$ cat config.mk
export PLATFORM = sky130hd
export DESIGN_NAME = fcr_reporter
export DESIGN_NICKNAME = d
export VERILOG_FILES = /design/src/rtl/fcr_pkg.sv /design/src/rtl/fcr_crc16.sv /design/src/rtl/fcr_filter.sv /design/src/rtl/fcr_reporter.sv
export SDC_FILE = /design/constraint.sdc
export NUM_CORES = 1
export LEC_CHECK = 0
export BUFFER_PORTS_ARGS = -buffer_cell sky130_fd_sc_hd__buf_2
export CORE_MARGIN = 1.5
export CORE_UTILIZATION = 35
export CTS_CLUSTER_DIAMETER = 150
export DETAILED_ROUTE_END_ITERATION = 8
export GPL_TIMING_DRIVEN = 0
export SLEW_MARGIN = 30
export SYNTH_ARGS = -nofsm -noshare
export SYNTH_HDL_FRONTEND = slang
export SYNTH_SLANG_ARGS = --single-unit
$ cat constraint.sdc
create_clock -name clk -period 4.1 [get_ports clk]
set_clock_uncertainty 0.15 [all_clocks]
set_input_delay 0.82 -clock clk [delete_from_list [all_inputs] [get_ports clk]]
set_output_delay 0.82 -clock clk [all_outputs]
set_load 0.02 [all_outputs]
$ cat src/rtl/fcr_pkg.sv
// Purpose: shared constants of the fault code reporter
// Assumes: 20 MHz module clock
// Notes:   fault bit n stands for fault index n+9
package fcr_pkg;

    localparam int unsigned NUM_FAULTS = 19;
    localparam int unsigned FIRST_INDEX = 9;

    // fault bit positions
    localparam int unsigned FB_HANDSHAKE = 0;
    localparam int unsigned FB_WD_POST   = 1;
    localparam int unsigned FB_OS_FAIL   = 2;
    localparam int unsigned FB_POS_TEST  = 3;
    localparam int unsigned FB_NB_POS    = 4;
    localparam int unsigned FB_TEMP_SENS = 5;
    localparam int unsigned FB_RAM       = 6;
    localparam int unsigned FB_TEMP_AVG  = 7;
    localparam int unsigned FB_PROG_CRC  = 8;
    localparam int unsigned FB_NV_WRITE  = 10;
    localparam int unsigned FB_NV_CRC    = 11;
    localparam int unsigned FB_NV_MIRROR = 12;
    localparam int unsigned FB_DEADBAND  = 13;
    localparam int unsigned FB_CAN_PASS  = 15;
    localparam int unsigned FB_CAN_RECOV = 17;
    localparam int unsigned FB_PDO_LEN   = 18;

    // emergency codes and error register values, bit 0 first
    localparam logic [15:0] ERR_CODE [0:18] = '{
        16'h6205, 16'h6206, 16'h6207, 16'h5231, 16'h5232, 16'h5233, 16'h5511,
        16'h4223, 16'h5521, 16'h5001, 16'h5532, 16'h5533, 16'h5534, 16'h6321,
        16'h8110, 16'h8120, 16'h8130, 16'h8140, 16'h8210};
    localparam logic [7:0] ERR_REG [0:18] = '{
        8'h81, 8'h81, 8'h81, 8'h21, 8'h21, 8'h21, 8'h81, 8'h09, 8'h81, 8'h81,
        8'h81, 8'h81, 8'h81, 8'h81, 8'h11, 8'h11, 8'h11, 8'h11, 8'h11};

    localparam logic [15:0] OD_INDEX_BASE = 16'h2008;

    // clearing classes; faults in none of the masks clear only at power-up
    localparam logic [18:0] APP_CLR_MASK  = 19'h034b8;
    localparam logic [18:0] COMM_CLR_MASK = 19'h08000;
    localparam logic [18:0] RESERVED_MASK = 19'h14200;
    localparam logic [18:0] FAULTS_RESET  = 19'h00000;

    // limits
    localparam logic signed [15:0] DB_POS_MAX   = 16'sh03e8;
    localparam logic signed [15:0] DB_NEG_MIN   = -16'sh03e8;
    localparam logic signed [15:0] TEMP_AVG_MAX = 16'sh0055;
    localparam logic [7:0]         CAN_TEC_WARN = 8'h7f;

    // position filter time
    localparam int unsigned POS_FILT_MS    = 500;
    localparam int unsigned CLK_KHZ        = 20000;
    localparam int unsigned POS_FILT_CYC   = POS_FILT_MS * CLK_KHZ;

    localparam logic [15:0] CRC_INIT = 16'hffff;
    localparam logic [15:0] CRC_POLY = 16'h1021;

    typedef enum logic [0:0] {
        REP_IDLE = 1'b0,
        REP_SEND = 1'b1
    } fcr_rep_state_t;

endpackage

$ cat src/rtl/fcr_crc16.sv
// Purpose: byte serial crc16 over program memory
// Assumes: one byte per valid strobe, msb first
// Notes:   start reloads the seed before the first byte
`timescale 1ns/100ps
module fcr_crc16 (
    // clock and reset
    input  wire logic        clk,
    input  wire logic        reset,
    // byte stream
    input  wire logic        start,
    input  wire logic        byte_valid,
    input  wire logic [7:0]  byte_data,
    // running value
    output logic      [15:0] crc_q
);
    function automatic logic [15:0] crc_byte(input logic [15:0] c, input logic [7:0] d);
        logic [15:0] r;
        r = c ^ {d, 8'h00};
        for (int i = 0; i < 8; i++) begin
            r = r[15] ? ({r[14:0], 1'b0} ^ fcr_pkg::CRC_POLY) : {r[14:0], 1'b0};
        end
        return r;
    endfunction

    wire [15:0] crc_next = crc_byte(crc_q, byte_data);

    always_ff @(posedge clk or posedge reset) begin
        if (reset) begin
            crc_q <= fcr_pkg::CRC_INIT;
        end else if (start) begin
            crc_q <= fcr_pkg::CRC_INIT;
        end else if (byte_valid) begin
            crc_q <= crc_next;
        end
    end
endmodule // fcr_crc16

$ cat src/rtl/fcr_filter.sv
// Purpose: persistence filter, flags a level held longer than a time
// Assumes: input from logic on the same clock
// Notes:   trips once count reaches the limit; drops with the input
`timescale 1ns/100ps
module fcr_filter #(
    parameter int unsigned LIMIT = 10000000,
    parameter int unsigned WIDTH = 24
) (
    // clock and reset
    input  wire logic clk,
    input  wire logic reset,
    // level in, filtered level out
    input  wire logic level_in,
    output logic      tripped
);
    logic [WIDTH-1:0] count_q;
    wire              at_limit = (count_q >= WIDTH'(LIMIT));

    always_ff @(posedge clk or posedge reset) begin
        if (reset) begin
            count_q <= '0;
            tripped <= 1'b0;
        end else if (!level_in) begin
            count_q <= '0;
            tripped <= 1'b0;
        end else if (at_limit) begin
            tripped <= 1'b1;
        end else begin
            count_q <= count_q + 1'b1;
        end
    end
endmodule // fcr_filter

$ cat src/rtl/fcr_reporter.sv
// Purpose: fault supervision latches and emergency report sequencer
// Assumes: all check inputs come from logic on clk; reset is the power cycle
// Notes:   one emergency record is offered at a time, lowest index first
//
// Functional notes
// - missed supervisor handshake raises 6205, power clear
// - bad supervisor start-up raises 6206, power clear
// - os task or buffer failure raises 6207
// - position test invalid over 500ms raises 5231
// - neighbour position out of range raises 5232
// - temperature sensor out of range raises 5233
// - start-up ram stuck cell raises 5511
// - average board temperature above 85 raises 4223
// - program memory crc16 mismatch raises 5521
// - unconfirmed nonvolatile write raises 5532
// - start-up nonvolatile crc mismatch raises 5533
// - repair bad nonvolatile copy, raise 5534
// - dead-band out of range raises 6321, blocks
// - error passive above count 127 raises 8120
// - heartbeat-loss code 8130 never raised
// - recovery from passive or bus-off reports 8140
// - wrong length pdo ignored, raises 8210
// - dictionary index 2008 upward per fault
// - reserved entries keep slots, never raised
`timescale 1ns/100ps
module fcr_reporter #(
    parameter int unsigned POS_FILT_CYCLES = fcr_pkg::POS_FILT_CYC,
    parameter int unsigned NB_POS_MIN      = 12'h0cc,
    parameter int unsigned NB_POS_MAX      = 12'hf33
) (
    // clock and reset
    input  wire logic               clk,
    input  wire logic               reset,
    // clearing events
    input  wire logic               app_reset,
    input  wire logic               comm_reset,
    // supervisor and os checks
    input  wire logic               sup_handshake_miss,
    input  wire logic               sup_post_bad,
    input  wire logic               os_fail,
    input  wire logic               ram_test_fail,
    // sensors
    input  wire logic               pos_test_invalid,
    input  wire logic               nb_pos_valid,
    input  wire logic        [11:0] nb_pos_value,
    input  wire logic               temp_sensor_bad,
    input  wire logic               temp_avg_valid,
    input  wire logic signed [15:0] temp_avg,
    // program memory crc
    input  wire logic               prog_crc_start,
    input  wire logic               prog_byte_valid,
    input  wire logic        [7:0]  prog_byte,
    input  wire logic               prog_byte_last,
    input  wire logic        [15:0] prog_crc_stored,
    // nonvolatile memory
    input  wire logic               nv_write_done,
    input  wire logic               nv_readback_ok,
    input  wire logic               nv_boot_check,
    input  wire logic        [15:0] nv_crc_calc,
    input  wire logic        [15:0] nv_crc_expected,
    input  wire logic               nv_main_crc_ok,
    input  wire logic               nv_mirror_crc_ok,
    input  wire logic               nv_copies_differ,
    input  wire logic               boot_done,
    // dead-band parameters
    input  wire logic               db_load,
    input  wire logic signed [15:0] db_positive,
    input  wire logic signed [15:0] db_negative,
    // can controller state
    input  wire logic        [7:0]  can_tx_err_count,
    input  wire logic               can_err_passive,
    input  wire logic               can_bus_off,
    // received pdo
    input  wire logic               pdo_rx_valid,
    input  wire logic        [3:0]  pdo_rx_len,
    input  wire logic        [3:0]  pdo_expected_len,
    output logic                    pdo_accept,
    // nonvolatile repair request
    output logic                    nv_repair_valid,
    output logic                    nv_repair_from_mirror,
    // fault state
    output logic             [18:0] fault_active,
    output logic             [7:0]  error_register,
    output logic                    operation_blocked,
    // emergency record
    output logic                    emcy_valid,
    input  wire logic               emcy_ready,
    output logic             [15:0] emcy_code,
    output logic             [7:0]  emcy_err_reg,
    output logic             [15:0] emcy_od_index
);
    // helpers
    function automatic logic [4:0] first_set(input logic [18:0] v);
        logic [4:0] r;
        r = 5'd0;
        for (int i = 18; i >= 0; i--) begin
            if (v[i]) r = 5'(i);
        end
        return r;
    endfunction

    function automatic logic [7:0] or_err_reg(input logic [18:0] v);
        logic [7:0] r;
        r = 8'h00;
        for (int i = 0; i < 19; i++) begin
            if (v[i]) r = r | fcr_pkg::ERR_REG[i];
        end
        return r;
    endfunction

    // state
    logic [18:0]                 reported_q;
    logic                        boot_window_q;
    logic                        can_warn_q;
    logic                        can_down_q;
    logic                        crc_check_q;
    fcr_pkg::fcr_rep_state_t     rep_state_q;
    logic [4:0]                  rep_bit_q;

    // position test persistence
    logic pos_tripped;
    fcr_filter #(
        .LIMIT (POS_FILT_CYCLES),
        .WIDTH (24)
    ) u_pos_filter (
        .clk      (clk),
        .reset    (reset),
        .level_in (pos_test_invalid),
        .tripped  (pos_tripped)
    );

    // program memory crc
    logic [15:0] prog_crc;
    fcr_crc16 u_prog_crc (
        .clk        (clk),
        .reset      (reset),
        .start      (prog_crc_start),
        .byte_valid (prog_byte_valid),
        .byte_data  (prog_byte),
        .crc_q      (prog_crc)
    );

    // individual detections
    wire nb_out     = nb_pos_valid &&
                      ((nb_pos_value < 12'(NB_POS_MIN)) || (nb_pos_value > 12'(NB_POS_MAX)));
    wire temp_hot   = temp_avg_valid && (temp_avg > fcr_pkg::TEMP_AVG_MAX);
    wire crc_bad    = crc_check_q && (prog_crc != prog_crc_stored);
    wire nv_wr_bad  = nv_write_done && !nv_readback_ok;
    // only a check during boot counts; later strobes are ignored
    wire nv_boot    = nv_boot_check && boot_window_q;
    wire nv_crc_bad = nv_boot && (nv_crc_calc != nv_crc_expected);
    wire nv_fix     = nv_boot && nv_copies_differ && (nv_main_crc_ok ^ nv_mirror_crc_ok);
    wire db_bad     = db_load &&
                      ((db_positive < 16'sh0000) || (db_positive > fcr_pkg::DB_POS_MAX) ||
                       (db_negative < fcr_pkg::DB_NEG_MIN) || (db_negative > 16'sh0000));
    wire can_warn   = can_err_passive && (can_tx_err_count > fcr_pkg::CAN_TEC_WARN);
    wire can_down   = can_err_passive || can_bus_off;
    wire pdo_bad    = pdo_rx_valid && (pdo_rx_len != pdo_expected_len);

    // raise vector
    logic [18:0] raise_raw;
    always_comb begin
        raise_raw = '0;
        raise_raw[fcr_pkg::FB_HANDSHAKE] = sup_handshake_miss;
        raise_raw[fcr_pkg::FB_WD_POST]   = sup_post_bad;
        raise_raw[fcr_pkg::FB_OS_FAIL]   = os_fail;
        raise_raw[fcr_pkg::FB_POS_TEST]  = pos_tripped;
        raise_raw[fcr_pkg::FB_NB_POS]    = nb_out;
        raise_raw[fcr_pkg::FB_TEMP_SENS] = temp_sensor_bad;
        raise_raw[fcr_pkg::FB_RAM]       = ram_test_fail;
        raise_raw[fcr_pkg::FB_TEMP_AVG]  = temp_hot;
        raise_raw[fcr_pkg::FB_PROG_CRC]  = crc_bad;
        raise_raw[fcr_pkg::FB_NV_WRITE]  = nv_wr_bad;
        raise_raw[fcr_pkg::FB_NV_CRC]    = nv_crc_bad;
        raise_raw[fcr_pkg::FB_NV_MIRROR] = nv_fix;
        raise_raw[fcr_pkg::FB_DEADBAND]  = db_bad;
        raise_raw[fcr_pkg::FB_CAN_PASS]  = can_warn && !can_warn_q;
        raise_raw[fcr_pkg::FB_CAN_RECOV] = can_down_q && !can_down;
        raise_raw[fcr_pkg::FB_PDO_LEN]   = pdo_bad;
    end

    // heartbeat slot and reserved slots are masked off for good
    wire [18:0] raise_vec = raise_raw & ~fcr_pkg::RESERVED_MASK;

    // clearing; an application reset also restarts communication
    wire [18:0] clr_vec = ({19{app_reset}} & fcr_pkg::APP_CLR_MASK) |
                          ({19{app_reset | comm_reset}} & fcr_pkg::COMM_CLR_MASK);

    // set wins over clear in the same cycle
    wire [18:0] active_d = (fault_active & ~clr_vec) | raise_vec;

    // report sequencing
    wire [18:0] pending   = active_d & ~reported_q;
    wire        send_done = (rep_state_q == fcr_pkg::REP_SEND) && emcy_ready;
    wire [18:0] grant_vec = send_done ? (19'h00001 << rep_bit_q) : 19'h00000;
    wire [4:0]  next_bit  = first_set(pending);

    assign emcy_valid = (rep_state_q == fcr_pkg::REP_SEND);

    always_ff @(posedge clk or posedge reset) begin
        if (reset) begin
            fault_active <= fcr_pkg::FAULTS_RESET;
            reported_q   <= fcr_pkg::FAULTS_RESET;
        end else begin
            fault_active <= active_d;
            // a cleared fault may report again when raised anew
            reported_q   <= (reported_q | grant_vec) & active_d;
        end
    end

    always_ff @(posedge clk or posedge reset) begin
        if (reset) begin
            error_register    <= 8'h00;
            operation_blocked <= 1'b0;
        end else begin
            error_register    <= or_err_reg(active_d);
            operation_blocked <= active_d[fcr_pkg::FB_DEADBAND];
        end
    end

    // edge memories and boot window
    always_ff @(posedge clk or posedge reset) begin
        if (reset) begin
            can_warn_q    <= 1'b0;
            can_down_q    <= 1'b0;
            crc_check_q   <= 1'b0;
            boot_window_q <= 1'b1;
        end else begin
            can_warn_q    <= can_warn;
            can_down_q    <= can_down;
            crc_check_q   <= prog_byte_valid && prog_byte_last;
            if (boot_done || nv_boot_check) begin
                boot_window_q <= 1'b0;
            end
        end
    end

    // pdo acceptance and nonvolatile repair requests
    always_ff @(posedge clk or posedge reset) begin
        if (reset) begin
            pdo_accept            <= 1'b0;
            nv_repair_valid       <= 1'b0;
            nv_repair_from_mirror <= 1'b0;
        end else begin
            pdo_accept      <= pdo_rx_valid && !pdo_bad;
            nv_repair_valid <= nv_fix;
            if (nv_fix) begin
                nv_repair_from_mirror <= nv_mirror_crc_ok;
            end
        end
    end

    // emergency record holds steady while offered
    always_ff @(posedge clk or posedge reset) begin
        if (reset) begin
            rep_state_q   <= fcr_pkg::REP_IDLE;
            rep_bit_q     <= 5'd0;
            emcy_code     <= 16'h0000;
            emcy_err_reg  <= 8'h00;
            emcy_od_index <= 16'h0000;
        end else begin
            case (rep_state_q)
                fcr_pkg::REP_IDLE: begin
                    if (|pending) begin
                        rep_state_q   <= fcr_pkg::REP_SEND;
                        rep_bit_q     <= next_bit;
                        emcy_code     <= fcr_pkg::ERR_CODE[next_bit];
                        emcy_err_reg  <= fcr_pkg::ERR_REG[next_bit];
                        emcy_od_index <= fcr_pkg::OD_INDEX_BASE + {11'h000, next_bit};
                    end
                end
                fcr_pkg::REP_SEND: begin
                    if (emcy_ready) begin
                        rep_state_q <= fcr_pkg::REP_IDLE;
                    end
                end
                default: begin
                    rep_state_q <= fcr_pkg::REP_IDLE;
                end
            endcase
        end
    end

endmodule // fcr_reporter

# After elaboration in Yosys (flattened, before gate mapping)
# Memories as Yosys holds them, arrays and structs flattened. A register that Yosys moved wholly into a read port is not among the register bits.
# Cells that the tools add are included.
[word_totals]
reg_bits = 117
latchBits = 0
ram_bits = 0
romBits = 768
inputBits = 159
out_inout_bits = 72
elab_cells = 142
n_memories = 2
[op_classes]
addsub = 2
multipliers = 0
n_div = 0
n_lt_le_gt_ge = 9
n_eq_ne = 5
shifts = 1
mux = 56
bitwise = 21
reduce_logical = 29
[mem_list]
columns = ["name", "words", "word_bits", "read_ports", "rd_ports_with_merged_regs", "write_ports", "line_no", "rtl"]
rows = [
  ["(name not given)", 32, 16, 1, 1, 0, "fcr_reporter.sv:267", "emcy_code <= fcr_pkg::ERR_CODE[next_bit];"],
  ["(name not given)", 32, 8, 1, 1, 0, "fcr_reporter.sv:268", "emcy_err_reg <= fcr_pkg::ERR_REG[next_bit];"],
]
[ops]
columns = ["cell", "count"]
rows = [
  ["$mux 5", 24],
  ["$mux 13", 8],
  ["$mux 8", 10],
  ["$and 19x19->19", 3],
  ["$mux 24", 2],
  ["$or 19x19->19", 2],
  ["$mux 16", 2],
  ["$ne 16x16->1", 2],
  ["$add 24x1->24 const B", 1],
  ["$ge 24x24->1 const B", 1],
  ["$not 3->3", 8],
  ["$mux 19", 1],
  ["$not 16->19", 1],
  ["$not 19->19", 1],
  ["$reduce_or 19->1", 1],
  ["$shl 1x5->19 const A", 1],
  ["$mux 6", 3],
  ["$gt 16x1->1 const B", 1],
  ["$gt 16x11->1 const B", 1],
  ["$gt 16x8->1 const B", 1],
  ["$logic_and 1x1->1", 16],
  ["$lt 16x1->1 const B", 1],
  ["$lt 16x11->1 const B", 1],
  ["$or 14x16->16", 1],
  ["other kinds (19)", 30],
]

# Depth between registers and ports, before layout
# Gate-level depths: netlist of run 1.
[logic_depth]
ltp_word = 27
mapped_depth = 13
depth_no_buf = 13

# Hierarchy
# Synthesis of run 1 repeated with hierarchy kept, for this count alone.
[hier_totals]
hier_cells = 705
area_unflattened_um2 = 6725.2
[by_module_without_submodules]
columns = ["module", "instances", "cells_each", "area_per_inst_um2", "seq_area_each_um2"]
rows = [
  ["fcr_reporter", 1, 466, 4240.3, 1727.9],
  ["fcr_filter", 1, 157, 1445.1, 625.6],
  ["fcr_crc16", 1, 82, 1039.7, 420.4],
]

# Least setup slack after synthesis of run 1
# Ideal clock, no wire load.
[synth_timing]
kind = "input -> register"
start = "input db_negative[15]"
end = "register emcy_code[4]"
arrival_ps = 3576
setup_slack_ps = 292
path_stages = 13
path_cell_list = "nor4_1 nand3_1 a2bb2oi_1 o41a_1 o32a_1 o31a_1 o22ai_1 inv_1 ha_1 nand3_1 o21ai_0 or3_1 a31oi_1"
[synth_between]
elab_chain_cells = 21
elab_cells_between_ends = 24
cone_classes = "order compare: 2; mux: 14; bitwise: 3; reduce/logical: 5"
[synth_lines]
columns = ["item", "line_no", "rtl"]
rows = [
  ["start: declaration", "fcr_reporter.sv:68", "input wire logic signed [15:0] db_negative,"],
  ["$lt 16x11->1", "fcr_reporter.sv:155", "(db_negative < fcr_pkg::DB_NEG_MIN) || (db_negative > 16'sh0000));"],
  ["$logic_or 1x1->1", "fcr_reporter.sv:154", "((db_positive < 16'sh0000) || (db_positive > fcr_pkg::DB_POS_MAX) ||"],
  ["$logic_or 1x1->1 (*)", "fcr_reporter.sv:155", ""],
  ["$logic_and 1x1->1 (*)", "fcr_reporter.sv:153", "wire db_bad = db_load &&"],
  ["$or 19x19->19 (*)", "fcr_reporter.sv:190", "wire [18:0] active_d = (fault_active & ~clr_vec) | raise_vec;"],
  ["$and 19x19->19 (*)", "fcr_reporter.sv:193", "wire [18:0] pending = active_d & ~reported_q;"],
  ["$mux 5 (*) (14 in series)", "fcr_reporter.sv:97", "if (v[i]) r = 5'(i);"],
  ["via next_bit[0]", "fcr_reporter.sv:196", "wire [4:0] next_bit = first_set(pending);"],
  ["$not 5->6 (not written as such) (*)", "fcr_reporter.sv:267", ""],
  ["end: declaration", "fcr_reporter.sv:88", "output logic [15:0] emcy_code,"],
]
# The timed path passes the listed nets; every way through them passes the cells marked *.
# A chain may end at the register's enable or synchronous reset.

# Final worst setup path of run 1
[layout_timing]
start = "input db_negative[8]"
end = "register emcy_code[4]"
# Same word-level chain as after synthesis.

==> results of run 1 <==
## area by class of cell
type / instances / area (um^2)
buffer: 41 / 270
clock buffer: 9 / 225
fill: 1703 / 9390
timing repair buffer: 200 / 1020
inverter: 41 / 161
multi-input combinational: 506 / 3140
sequential: 110 / 2770
tap: 225 / 282
clock inverter: 7 / 85.1
## Yosys cell counts (3+ instances only)
| library cell | n | area, um^2 |
|---|---|---|
| nor2b_1 | 12 | 75.1 |
| nand4_1 | 14 | 87.6 |
| nand3_1 | 15 | 75.1 |
| buf_2 | 3 | 15.0 |
| a31oi_1 | 10 | 62.6 |
| a21oi_1 | 38 | 190 |
| clkbuf_1 | 9 | 33.8 |
| o21a_1 | 4 | 30.0 |
| dfrtp_1 | 93 | 2330 |
| xnor2_1 | 30 | 263 |
| and3_1 | 8 | 50.1 |
| a21boi_0 | 7 | 52.6 |
| or2_2 | 13 | 81.3 |
| o211ai_1 | 5 | 37.5 |
| buf_4 | 28 | 210 |
| a2bb2oi_1 | 4 | 35.0 |
| xor2_1 | 46 | 403 |
| nand2_1 | 57 | 214 |
| o21ai_0 | 27 | 135 |
| nor4_1 | 15 | 93.8 |
| and2_1 | 14 | 87.6 |
| a21boi_1 | 4 | 30.0 |
| a211o_1 | 5 | 43.8 |
| nor2_1 | 66 | 248 |
| nor3_1 | 13 | 65.1 |
| o31ai_1 | 3 | 22.5 |
| o22ai_1 | 5 | 31.3 |
| nand2b_1 | 4 | 25.0 |
| o21ai_1 | 3 | 15.0 |
| dfstp_2 | 17 | 447 |
| ha_1 | 10 | 125 |
| inv_1 | 40 | 150 |
| o22a_1 | 3 | 26.3 |
| nor3b_1 | 4 | 30.0 |
| mux2i_1 | 3 | 30.0 |
| or3_1 | 10 | 62.6 |
## stage by stage
stage                     power (uW)   util  instances  setup WS, ps
after floorplan                 2350      -        698           256
after global placement          2770  0.438       1122         -1260
after detailed placement        2780  0.440       1123          -366
after CTS                       3710  0.458       1139         0.224
after global routing            3910  0.459       1139          2.05
final                           3680  0.459       1139           232
## power groups by stage
stage | Combinational, uW | Sequential [uW] | Clock [uW]
6_report | 1380 | 1390 | 905
5_1_grt | 1530 | 1410 | 972
4_1_cts | 1370 | 1390 | 937
3_5_place_dp | 1370 | 1410 | 0
3_3_place_gp | 1360 | 1410 | 0
2_1_floorplan | 892 | 1460 | 0
## kinds of logic (layout without fill, tap and decap cells)
kind of cell,Yosys count,after routing
DFF,110,110
AOI/OAI and AO/OA,142,142
and+or+nand+nor,253,253
adders and majority gates,10,10
muxes,4,4
other,1,21
xor gates and xnor gates,76,76
buffers and inverters,82,298
## worst reg2reg max path: cells and delay by family (launching register included)
family	cells	cell delay [ps]
simple gates	5	1430
compound gates	4	960
flops	1	560
fa+ha+maj	1	240
buf+inv	1	210
xor+xnor	1	90
## worst max-delay path by stage
stage,slack (ps),end,cells past startpoint,start
global route,2,emcy_code[4]$_DFFE_PP0P_,14,db_negative[8]
floorplan,260,can_down_q$_DFF_PP0_,1,reset
finish,230,emcy_code[4]$_DFFE_PP0P_,14,db_negative[8]
CTS,0.2,emcy_code[4]$_DFFE_PP0P_,14,db_negative[8]
detailed placement,-370,emcy_code[4]$_DFFE_PP0P_,14,db_negative[8]
global placement,-1260,can_down_q$_DFF_PP0_,2,reset
## cell usage in the layout, fill, tap and decap left out, types with 14 or more instances in the layout
cell type	netlist	final
nand4_1	14	14
nand3_1	15	15
and2_1	14	14
o21ai_0	27	27
dfrtp_1	93	93
nor2_1	66	66
xnor2_1	30	30
xor2_1	46	46
buf_2	3	202
nor4_1	15	15
inv_1	40	39
dfstp_2	17	17
buf_4	28	28
conb_1	1	21
a21oi_1	38	38
nand2_1	57	57
## metal layers
layer / track usage / share of wire / vias to the layer above
met4: 0.0561 / 0.015 / 0
met5: 0 / 0 / -
met3: 0.0341 / 0.052 / 18
met2: 0.291 / 0.47 / 148
met1: 0.237 / 0.46 / 2507
li1: - / - / 2754
==> flow_summary.toml, run 1 <==
[global_route]
grt_pass1_vias = 5167
grt_pass1_wl_um = 25900
grt_max_degree = 79
grt_util_all_layers = 0.178
grt_antenna_before_repair = 0
grt_overflow = 0

[power]
net-switching-power_uw = 1360
p_comb_frac = 0.376
p_int_uw = 2320
p_clk_frac = 0.246
vdd_ir_drop_max_mv = 0.251
seqPwrFrac = 0.378
p_per_area_nw_per_um2 = 462
p_leak_uw = 0.00377
switching_share = 0.369

[placement]
routabilityCongestion = 0.842
placed_area_um2 = 7630
hpwlAfterDp_um = 12800
io_buffers = 199

[sta]
worst_slew_pin_slew_ps = 798
timing.fmax_ghz = 0.259
finalMaxSlewViolations = 0
setup_viol = 0
rsz0062_at_grt = "false"
min_period_over_period = 0.943
fin_setup_tns_ps = 0
slew_headroom = 0.467
final_hold_viol_count = 0
fin_crit_ps = 3870
holdWs_ps = 267

[worst_setup_path]
worstPathMaxFanout = 6
required_ps = 4230
r2r_slack_ps = 380
critPathMaxStageDelay_ps = 490
slowest_stage = "o41a_1"
path_cells = "buf_2, nor3_1, nand2_1, a2bb2oi_1, o41a_1, o32a_1, o31a_1, o22ai_2, inv_1, ha_1, nand3_1, o21ai_0, or3_1, a31oi_1"
cp_num_buf_inv = 2
r2r_end = "emcy_code[4]$_DFFE_PP0P_"
worstRegToRegCells = 12
crit_type = "in2reg"
crit_family = "compound AO/OA/AOI/OAI gates"
worstPathArrival_ps = 3990
worst_setup_path_start_kind = "primary input"
r2r_start = "u_prog_crc.crc_q[14]$_DFFE_PP1P_"
cp-end-kind = "register"

[logic_synthesis]
synth_xor_area_frac = 0.107
yosysWarnings = 0
synth_seq_cells = 110
synthMuxAreaShare = 0.00661
synth_simple_gate_area_frac = 0.204
synth_edf_count = 0
ys.flop_type = "dfrtp_1"
yosysUniqueCellTypes = 64
synth.avg_cell_area_um2 = 9.21
synth_compound_area_frac = 0.151
synth_top_family_by_area = "simple AND/OR/NAND/NOR gates"
synthAdderAreaFrac = 0.0200
ys_seq_area_frac = 0.444
async_reset_ff_frac = 1.00
synth_area_um2 = 6250
synth_cells = 678

[clock_tree]
clk_path_buf_depth = 2
numCtsBuffers = 9
cts-root-buf = "clkbuf_16"
cts_resized = 0
clk_pin_slew_ps = 70
clk_latency_ps = 360
cts_tree = "done"
htreeDepth = 3
ctsHoldBuffers = 0
post-cts-setup-buffer-count = 0
cts.sinks = 110

[drt]
postRouteWirelength_um = 16200
vias = 5427
drt-wirelength-per-cell_um = 14.2
postRouteAntennaNets = 0
via_per_inst = 4.76
drtIter0Drc = 238
first_pass_iters = 4
drc_errors = 0

[floorplan]
rows = 48
pin_count = 231
fp.coreArea_um2 = 17400
dieArea_um2 = 18700
fp.dieW_um = 137
die_y_um = 137
initial_core_util = 0.360

[cells_and_area]
fin_area_um2 = 7960
antenna_cells = 0
final_layout_size_suffix_gt1_frac = 0.321
area_growth_pct = 27.5
final_nets = 1078
regMostFlops = "u_pos_filter.count_q"
largest_register_ffs = 24

[outcome]
status = "complete, no violations"

[flow_run]
maxCapViolCount = 0

[min_path]
hp-class = "in2async"
No activity file was read; power rests on OpenSTA's default activity.
==> inputs of run 2 (changes only) <==
--- a/config.mk
+++ b/config.mk
@@ -10,8 +10,8 @@
 export CORE_UTILIZATION = 35
 export CTS_CLUSTER_DIAMETER = 150
 export DETAILED_ROUTE_END_ITERATION = 8
-export GPL_TIMING_DRIVEN = 0
 export SLEW_MARGIN = 30
 export SYNTH_ARGS = -nofsm -noshare
 export SYNTH_HDL_FRONTEND = slang
+export SYNTH_HIERARCHICAL = 1
 export SYNTH_SLANG_ARGS = --single-unit
==> flow_summary.toml, run 2 <==
[outcome]
status = "complete, no violations"

[drt]
drtIter0Drc = 324
postRouteAntennaNets = 0
drt-wirelength-per-cell_um = 15.1
drc_errors = 0
vias = 5701
first_pass_iters = 4
postRouteWirelength_um = 17400
via_per_inst = 4.95

[logic_synthesis]
synthTopCellsByArea = "dfrtp_1 35%, dfstp_2 6.6%, xor2_1 4.9%"
synth_seq_cells = 110
async_reset_ff_frac = 1.00
synth_top_area_frac = 0.346
synth.avg_cell_area_um2 = 9.54
ys.flop_type = "dfrtp_1"
synth_most_common_cell = "dfrtp_1"
synth_cells = 705
synth_commonest_cells = "93 x dfrtp_1, 69 x nor2_1, 53 x nand2_1"
synth_area_um2 = 6730
synth_edf_count = 0
ys_seq_area_frac = 0.412
synth.largest_area_cell = "dfrtp_1"
yosysUniqueCellTypes = 91
yosysWarnings = 6

[cells_and_area]
largest_register_ffs = 24
layout_commonest_cell = "buf_2"
final_cell_mix = "199 x buf_2, 93 x dfrtp_1, 69 x nor2_1"
fin_util = 0.440
antenna_cells = 0
area_growth_pct = 22.8
fin_area_um2 = 8260
regMostFlops = "u_pos_filter/count_q"
final_nets = 1081
final_layout_size_suffix_gt1_frac = 0.328

[power]
p_leak_uw = 0.00383
vdd_ir_drop_max_mv = 0.215
p_total_uw = 3630
p_per_area_nw_per_um2 = 440

[worst_setup_path]
r2r_end = "emcy_code[5]$_DFFE_PP0P_"
required_ps = 4200
r2r_start = "u_prog_crc/crc_q[11]$_DFFE_PP1P_"
startpoint = "db_positive[15]"
cp-end-kind = "register"
crit_top_cell = "a211oi_1"
critPathMaxStageDelay_ps = 530
critPathCapture = "emcy_code[5]$_DFFE_PP0P_"
worstRegToRegCells = 14
path_cells = "buf_2, or4_4, nor4_4, a2111o_1, o221ai_1, a31oi_1, nor2_1, o22a_1, inv_1, ha_1, a211oi_1, a211oi_1, o21ai_0"
worst_setup_path_start_kind = "primary input"
r2r_slack_ps = 660
worstPathMaxFanout = 6
slowest_stage = "or4_4"
crit_type = "in2reg"
worstPathArrival_ps = 3720

[sta]
timing.fmax_ghz = 0.276
min_period_over_period = 0.883
worst_slew_pin_slew_ps = 822
slew_headroom = 0.451
finalMaxSlewViolations = 0
rsz0062_at_grt = "false"
finalWorstSetupSlack_ps = 480
final_hold_viol_count = 0
fin_setup_tns_ps = 0
fin_crit_ps = 3620
setup_viol = 0

[placement]
io_buffers = 199
routabilityCongestion = 0.839
placed_area_um2 = 7960
post-place-ws_ps = 124
hpwlAfterDp_um = 13700

[clock_tree]
numCtsBuffers = 9
cts-root-buf = "clkbuf_16"
htreeDepth = 3
cts.sinks = 110
clk_latency_ps = 370
ctsHoldBuffers = 0
clk_pin_slew_ps = 80
cts_tree = "done"
post-cts-setup-buffer-count = 0
clk_path_buf_depth = 2
cts_resized = 0

[global_route]
grt_pass1_vias = 5465
grt_antenna_before_repair = 0
grt_util_all_layers = 0.175
grt_pass1_wl_um = 27700
grt_overflow = 0
grt_max_degree = 26

[floorplan]
die_y_um = 142
initial_core_util = 0.358
fp.dieW_um = 142
pin_count = 231
dieArea_um2 = 20100
fp.coreArea_um2 = 18800
rows = 50

[min_path]
hp-class = "reg2reg"

[flow_run]
maxCapViolCount = 0
==> run 2: cell types whose count changed after synthesis, sizes merged, moves of 8 or more <==
| cell | delta |
|---|---|
| or2 | -14 |
| a21oi | +17 |
| a21boi | -11 |
| and2 | -8 |
| xnor3 | +9 |
| xnor2 | -13 |
==> run 2: how the worst min path moves through the flow <==
stage / startpoint / to / depth (start not counted)
6_report: emcy_err_reg[3]$_DFFE_PP0P_ / emcy_err_reg[3]$_DFFE_PP0P_ / 2
5_1_grt: emcy_err_reg[5]$_DFFE_PP0P_ / emcy_err_reg[5]$_DFFE_PP0P_ / 2
4_1_cts: emcy_code[14]$_DFFE_PP0P_ / emcy_code[14]$_DFFE_PP0P_ / 1
3_5_place_dp: emcy_code[14]$_DFFE_PP0P_ / emcy_code[14]$_DFFE_PP0P_ / 1
3_3_place_gp: emcy_code[6]$_DFFE_PP0P_ / emcy_code[6]$_DFFE_PP0P_ / 2
2_1_floorplan: reported_q[10]$_DFF_PP0_ / reported_q[10]$_DFF_PP0_ / 2
==> run 2: per-layer routing <==
| layer | vias to the layer above | routed length, um | global-route usage | share of wire |
|---|---|---|---|---|
| met5 | - | 0 | 0 | 0 |
| met4 | 0 | 169 | 0.0440 | 0.0097 |
| met3 | 11 | 876 | 0.0358 | 0.050 |
| met2 | 148 | 8620 | 0.311 | 0.49 |
| met1 | 2674 | 7750 | 0.217 | 0.44 |
| li1 | 2868 | - | - | - |
==> run 2: metrics by stage <==
step | std cells | hold slack, ps
2_1_floorplan | 725 | 304
3_3_place_gp | 1135 | 308
3_5_place_dp | 1135 | 315
4_1_cts | 1151 | 334
5_1_grt | 1151 | 358
6_report | 1151 | 324
==> run 2: area by class of cell <==
type	instances	area (um^2)
repair buffers	222	1170
fillers	1886	10500
inverters	44	168
clock buffers	10	239
multi-input cells	525	3560
flip-flops and latches	110	2770
clock inverters	6	55.1
well taps	234	293
==> run 2: cell families (layout without fill, tap and decap cells) <==
logic type                 after synthesis  count (layout)  synth area share
xor gates and xnor gates                65              65             0.109
muxes                                    6               6           0.00912
and+or+nand+nor                        254             254             0.199
DFF                                    110             110             0.412
AOI/OAI and AO/OA                      169             169             0.181
adders and majority gates               10              10            0.0186
buffers and inverters                   90             282            0.0701
other                                    1              21          0.000558
==> run 2: power breakdown <==
group          switching (uW)  internal [uW]
sequential                144           1250
clock                     440            439
combinational             770            591
total                    1350           2280
==> run 2: worst max-delay path: cells and delay by family <==
family          cells  cell delay, ps
simple gates        3             930
buf+inv             2             230
compound gates      7            1530
fa+ha+maj           1             210
==> inputs of run 3 (changes only) <==
--- a/config.mk
+++ b/config.mk
@@ -6,8 +6,10 @@
 export NUM_CORES = 1
 export LEC_CHECK = 0
 export BUFFER_PORTS_ARGS = -buffer_cell sky130_fd_sc_hd__buf_2
+export CAP_MARGIN = 20
 export CORE_MARGIN = 1.5
 export CORE_UTILIZATION = 35
+export CTS_BUF_LIST = sky130_fd_sc_hd__clkbuf_8
 export CTS_CLUSTER_DIAMETER = 150
 export DETAILED_ROUTE_END_ITERATION = 8
 export SLEW_MARGIN = 30
==> constraint.sdc (replaced) <==
create_clock -name clk -period 3.8 [get_ports clk]
set_clock_uncertainty 0.15 [all_clocks]
set_input_delay 0.76 -clock clk [delete_from_list [all_inputs] [get_ports clk]]
set_output_delay 0.76 -clock clk [all_outputs]
set_load 0.02 [all_outputs]
==> flow_summary.toml, run 3 (synthesis results as in run 2) <==
[worst_setup_path]
required_ps = 4000
cp-end-kind = "register"
worstPathMaxFanout = 5
crit_type = "in2reg"
worstRegToRegCells = 14
worstPathArrival_ps = 3640
worst_setup_path_start_kind = "primary input"

[drt]
postRouteWirelength_um = 17700
drtIter0Drc = 299
via_per_inst = 4.97
first_pass_iters = 4
vias = 5771
drc_errors = 0
drt-wirelength-per-cell_um = 15.2
postRouteAntennaNets = 0

[clock_tree]
ctsHoldBuffers = 0
cts_tree = "done"
clk_latency_ps = 400
cts-root-buf = "clkbuf_8"
cts.sinks = 110
clk_path_buf_depth = 2
htreeDepth = 3
post-cts-setup-buffer-count = 0
clk_pin_slew_ps = 110
cts_resized = 0
numCtsBuffers = 9

[floorplan]
pin_count = 231
dieArea_um2 = 20100
rows = 50
die_y_um = 142
fp.coreArea_um2 = 18800
fp.dieW_um = 142
initial_core_util = 0.358

[sta]
min_period_over_period = 0.906
worst_slew_pin_slew_ps = 820
fin_crit_ps = 3440
final_hold_viol_count = 0
slew_headroom = 0.452
finalMaxSlewViolations = 0
rsz0062_at_grt = "false"
setup_viol = 0
timing.fmax_ghz = 0.290

[placement]
hpwlAfterDp_um = 13900
placed_area_um2 = 8040
routabilityCongestion = 0.826
io_buffers = 199

[cells_and_area]
fin_area_um2 = 8230
final_cell_mix = "199 x buf_2, 93 x dfrtp_1, 69 x nor2_1"
register_area_um2 = 2770
layout_commonest_cell = "buf_2"
regMostFlops = "u_pos_filter/count_q"
area_growth_pct = 22.3
multi_input_area_um2 = 3560
antenna_cells = 0
n_fill_cell = 1904
final_layout_size_suffix_gt1_frac = 0.335
final_nets = 1091
largest_register_ffs = 24

[global_route]
grt_antenna_before_repair = 0
grt_max_degree = 28
grt_pass1_wl_um = 28400
grt_overflow = 0
grt_pass1_vias = 5745
grt_util_all_layers = 0.179

[power]
p_total_uw = 3740
p_leak_uw = 0.00383
p_per_area_nw_per_um2 = 455
vdd_ir_drop_max_mv = 0.183

[flow_run]
maxCapViolCount = 0

[outcome]
status = "complete, no violations"

[min_path]
hp-class = "in2async"
[run 3: cell count changes in the layout (fill, tap and decap cells not counted)]
cell,delta
clkbuf_16,-9
inv_8,+2
buf_4,+10
clkinv_8,-1
inv_6,-1
clkbuf_8,+9
[run 3: cell type report]
| class | instances | area share |
|---|---|---|
| inverter | 44 | 0.0204 |
| timing repair buffer | 232 | 0.151 |
| sequential | 110 | 0.337 |
| multi-input combinational | 525 | 0.433 |
| clock buffer | 10 | 0.0167 |
| clock inverter | 6 | 0.00639 |
| tap | 234 | 0.0356 |
[run 3: where the power goes]
| part | internal [uW] | switching (uW) |
|---|---|---|
| clock | 268 | 439 |
| sequential | 1340 | 154 |
| combinational | 693 | 842 |
[run 3: worst max-delay path, stage by stage]
cell      delay, ps
buf_2           100
or4_4           540
nor4_4          260
a2111o_1        190
o221ai_1        140
a31oi_1         330
nor2_1          120
o22a_1          280
ha_1            270
nand2_1         140
o311ai_4        140
a221oi_2        260
a21o_1          110
[run 3: per-layer routing]
metal	wire length, um	share of wire	track usage	vias up
met5	0	0	0	-
met4	187	0.011	0.0467	0
met3	854	0.048	0.0354	12
met2	8910	0.50	0.326	134
met1	7720	0.44	0.217	2740
li1	-	-	-	2885
[run 3: final timing paths]
check / from / slack, ps / to
worst max-delay path: db_positive[15] / 360 / emcy_code[4]$_DFFE_PP0P_
worst min-delay path: reset / 300 / u_pos_filter/count_q[2]$_DFFE_PP0P_
worst max register to register: u_prog_crc/crc_q[8]$_DFFE_PP1P_ / 460 / emcy_code[5]$_DFFE_PP0P_
worst min register to register: emcy_od_index[5]$_DFFE_PP0P_ / 330 / emcy_od_index[5]$_DFFE_PP0P_
max in group asynchronous: reset / 2430 / emcy_code[8]$_DFFE_PP0P_
min in group clk: boot_done / 320 / boot_window_q$_DFFE_PP1P_
[run 3: through the flow]
| step | cells | setup WS [ps] | TNS (ps) | hold WS (ps) | utilization |
|---|---|---|---|---|---|
| floorplan | 725 | 226 | 0 | 304 | - |
| global placement | 1145 | 25.0 | 0 | 308 | 0.428 |
| detailed placement | 1145 | -38.2 | -71.6 | 316 | 0.428 |
| CTS | 1161 | 390 | 0 | 282 | 0.438 |
| global route | 1161 | 108 | 0 | 293 | 0.438 |
| finish | 1161 | 358 | 0 | 298 | 0.438 |
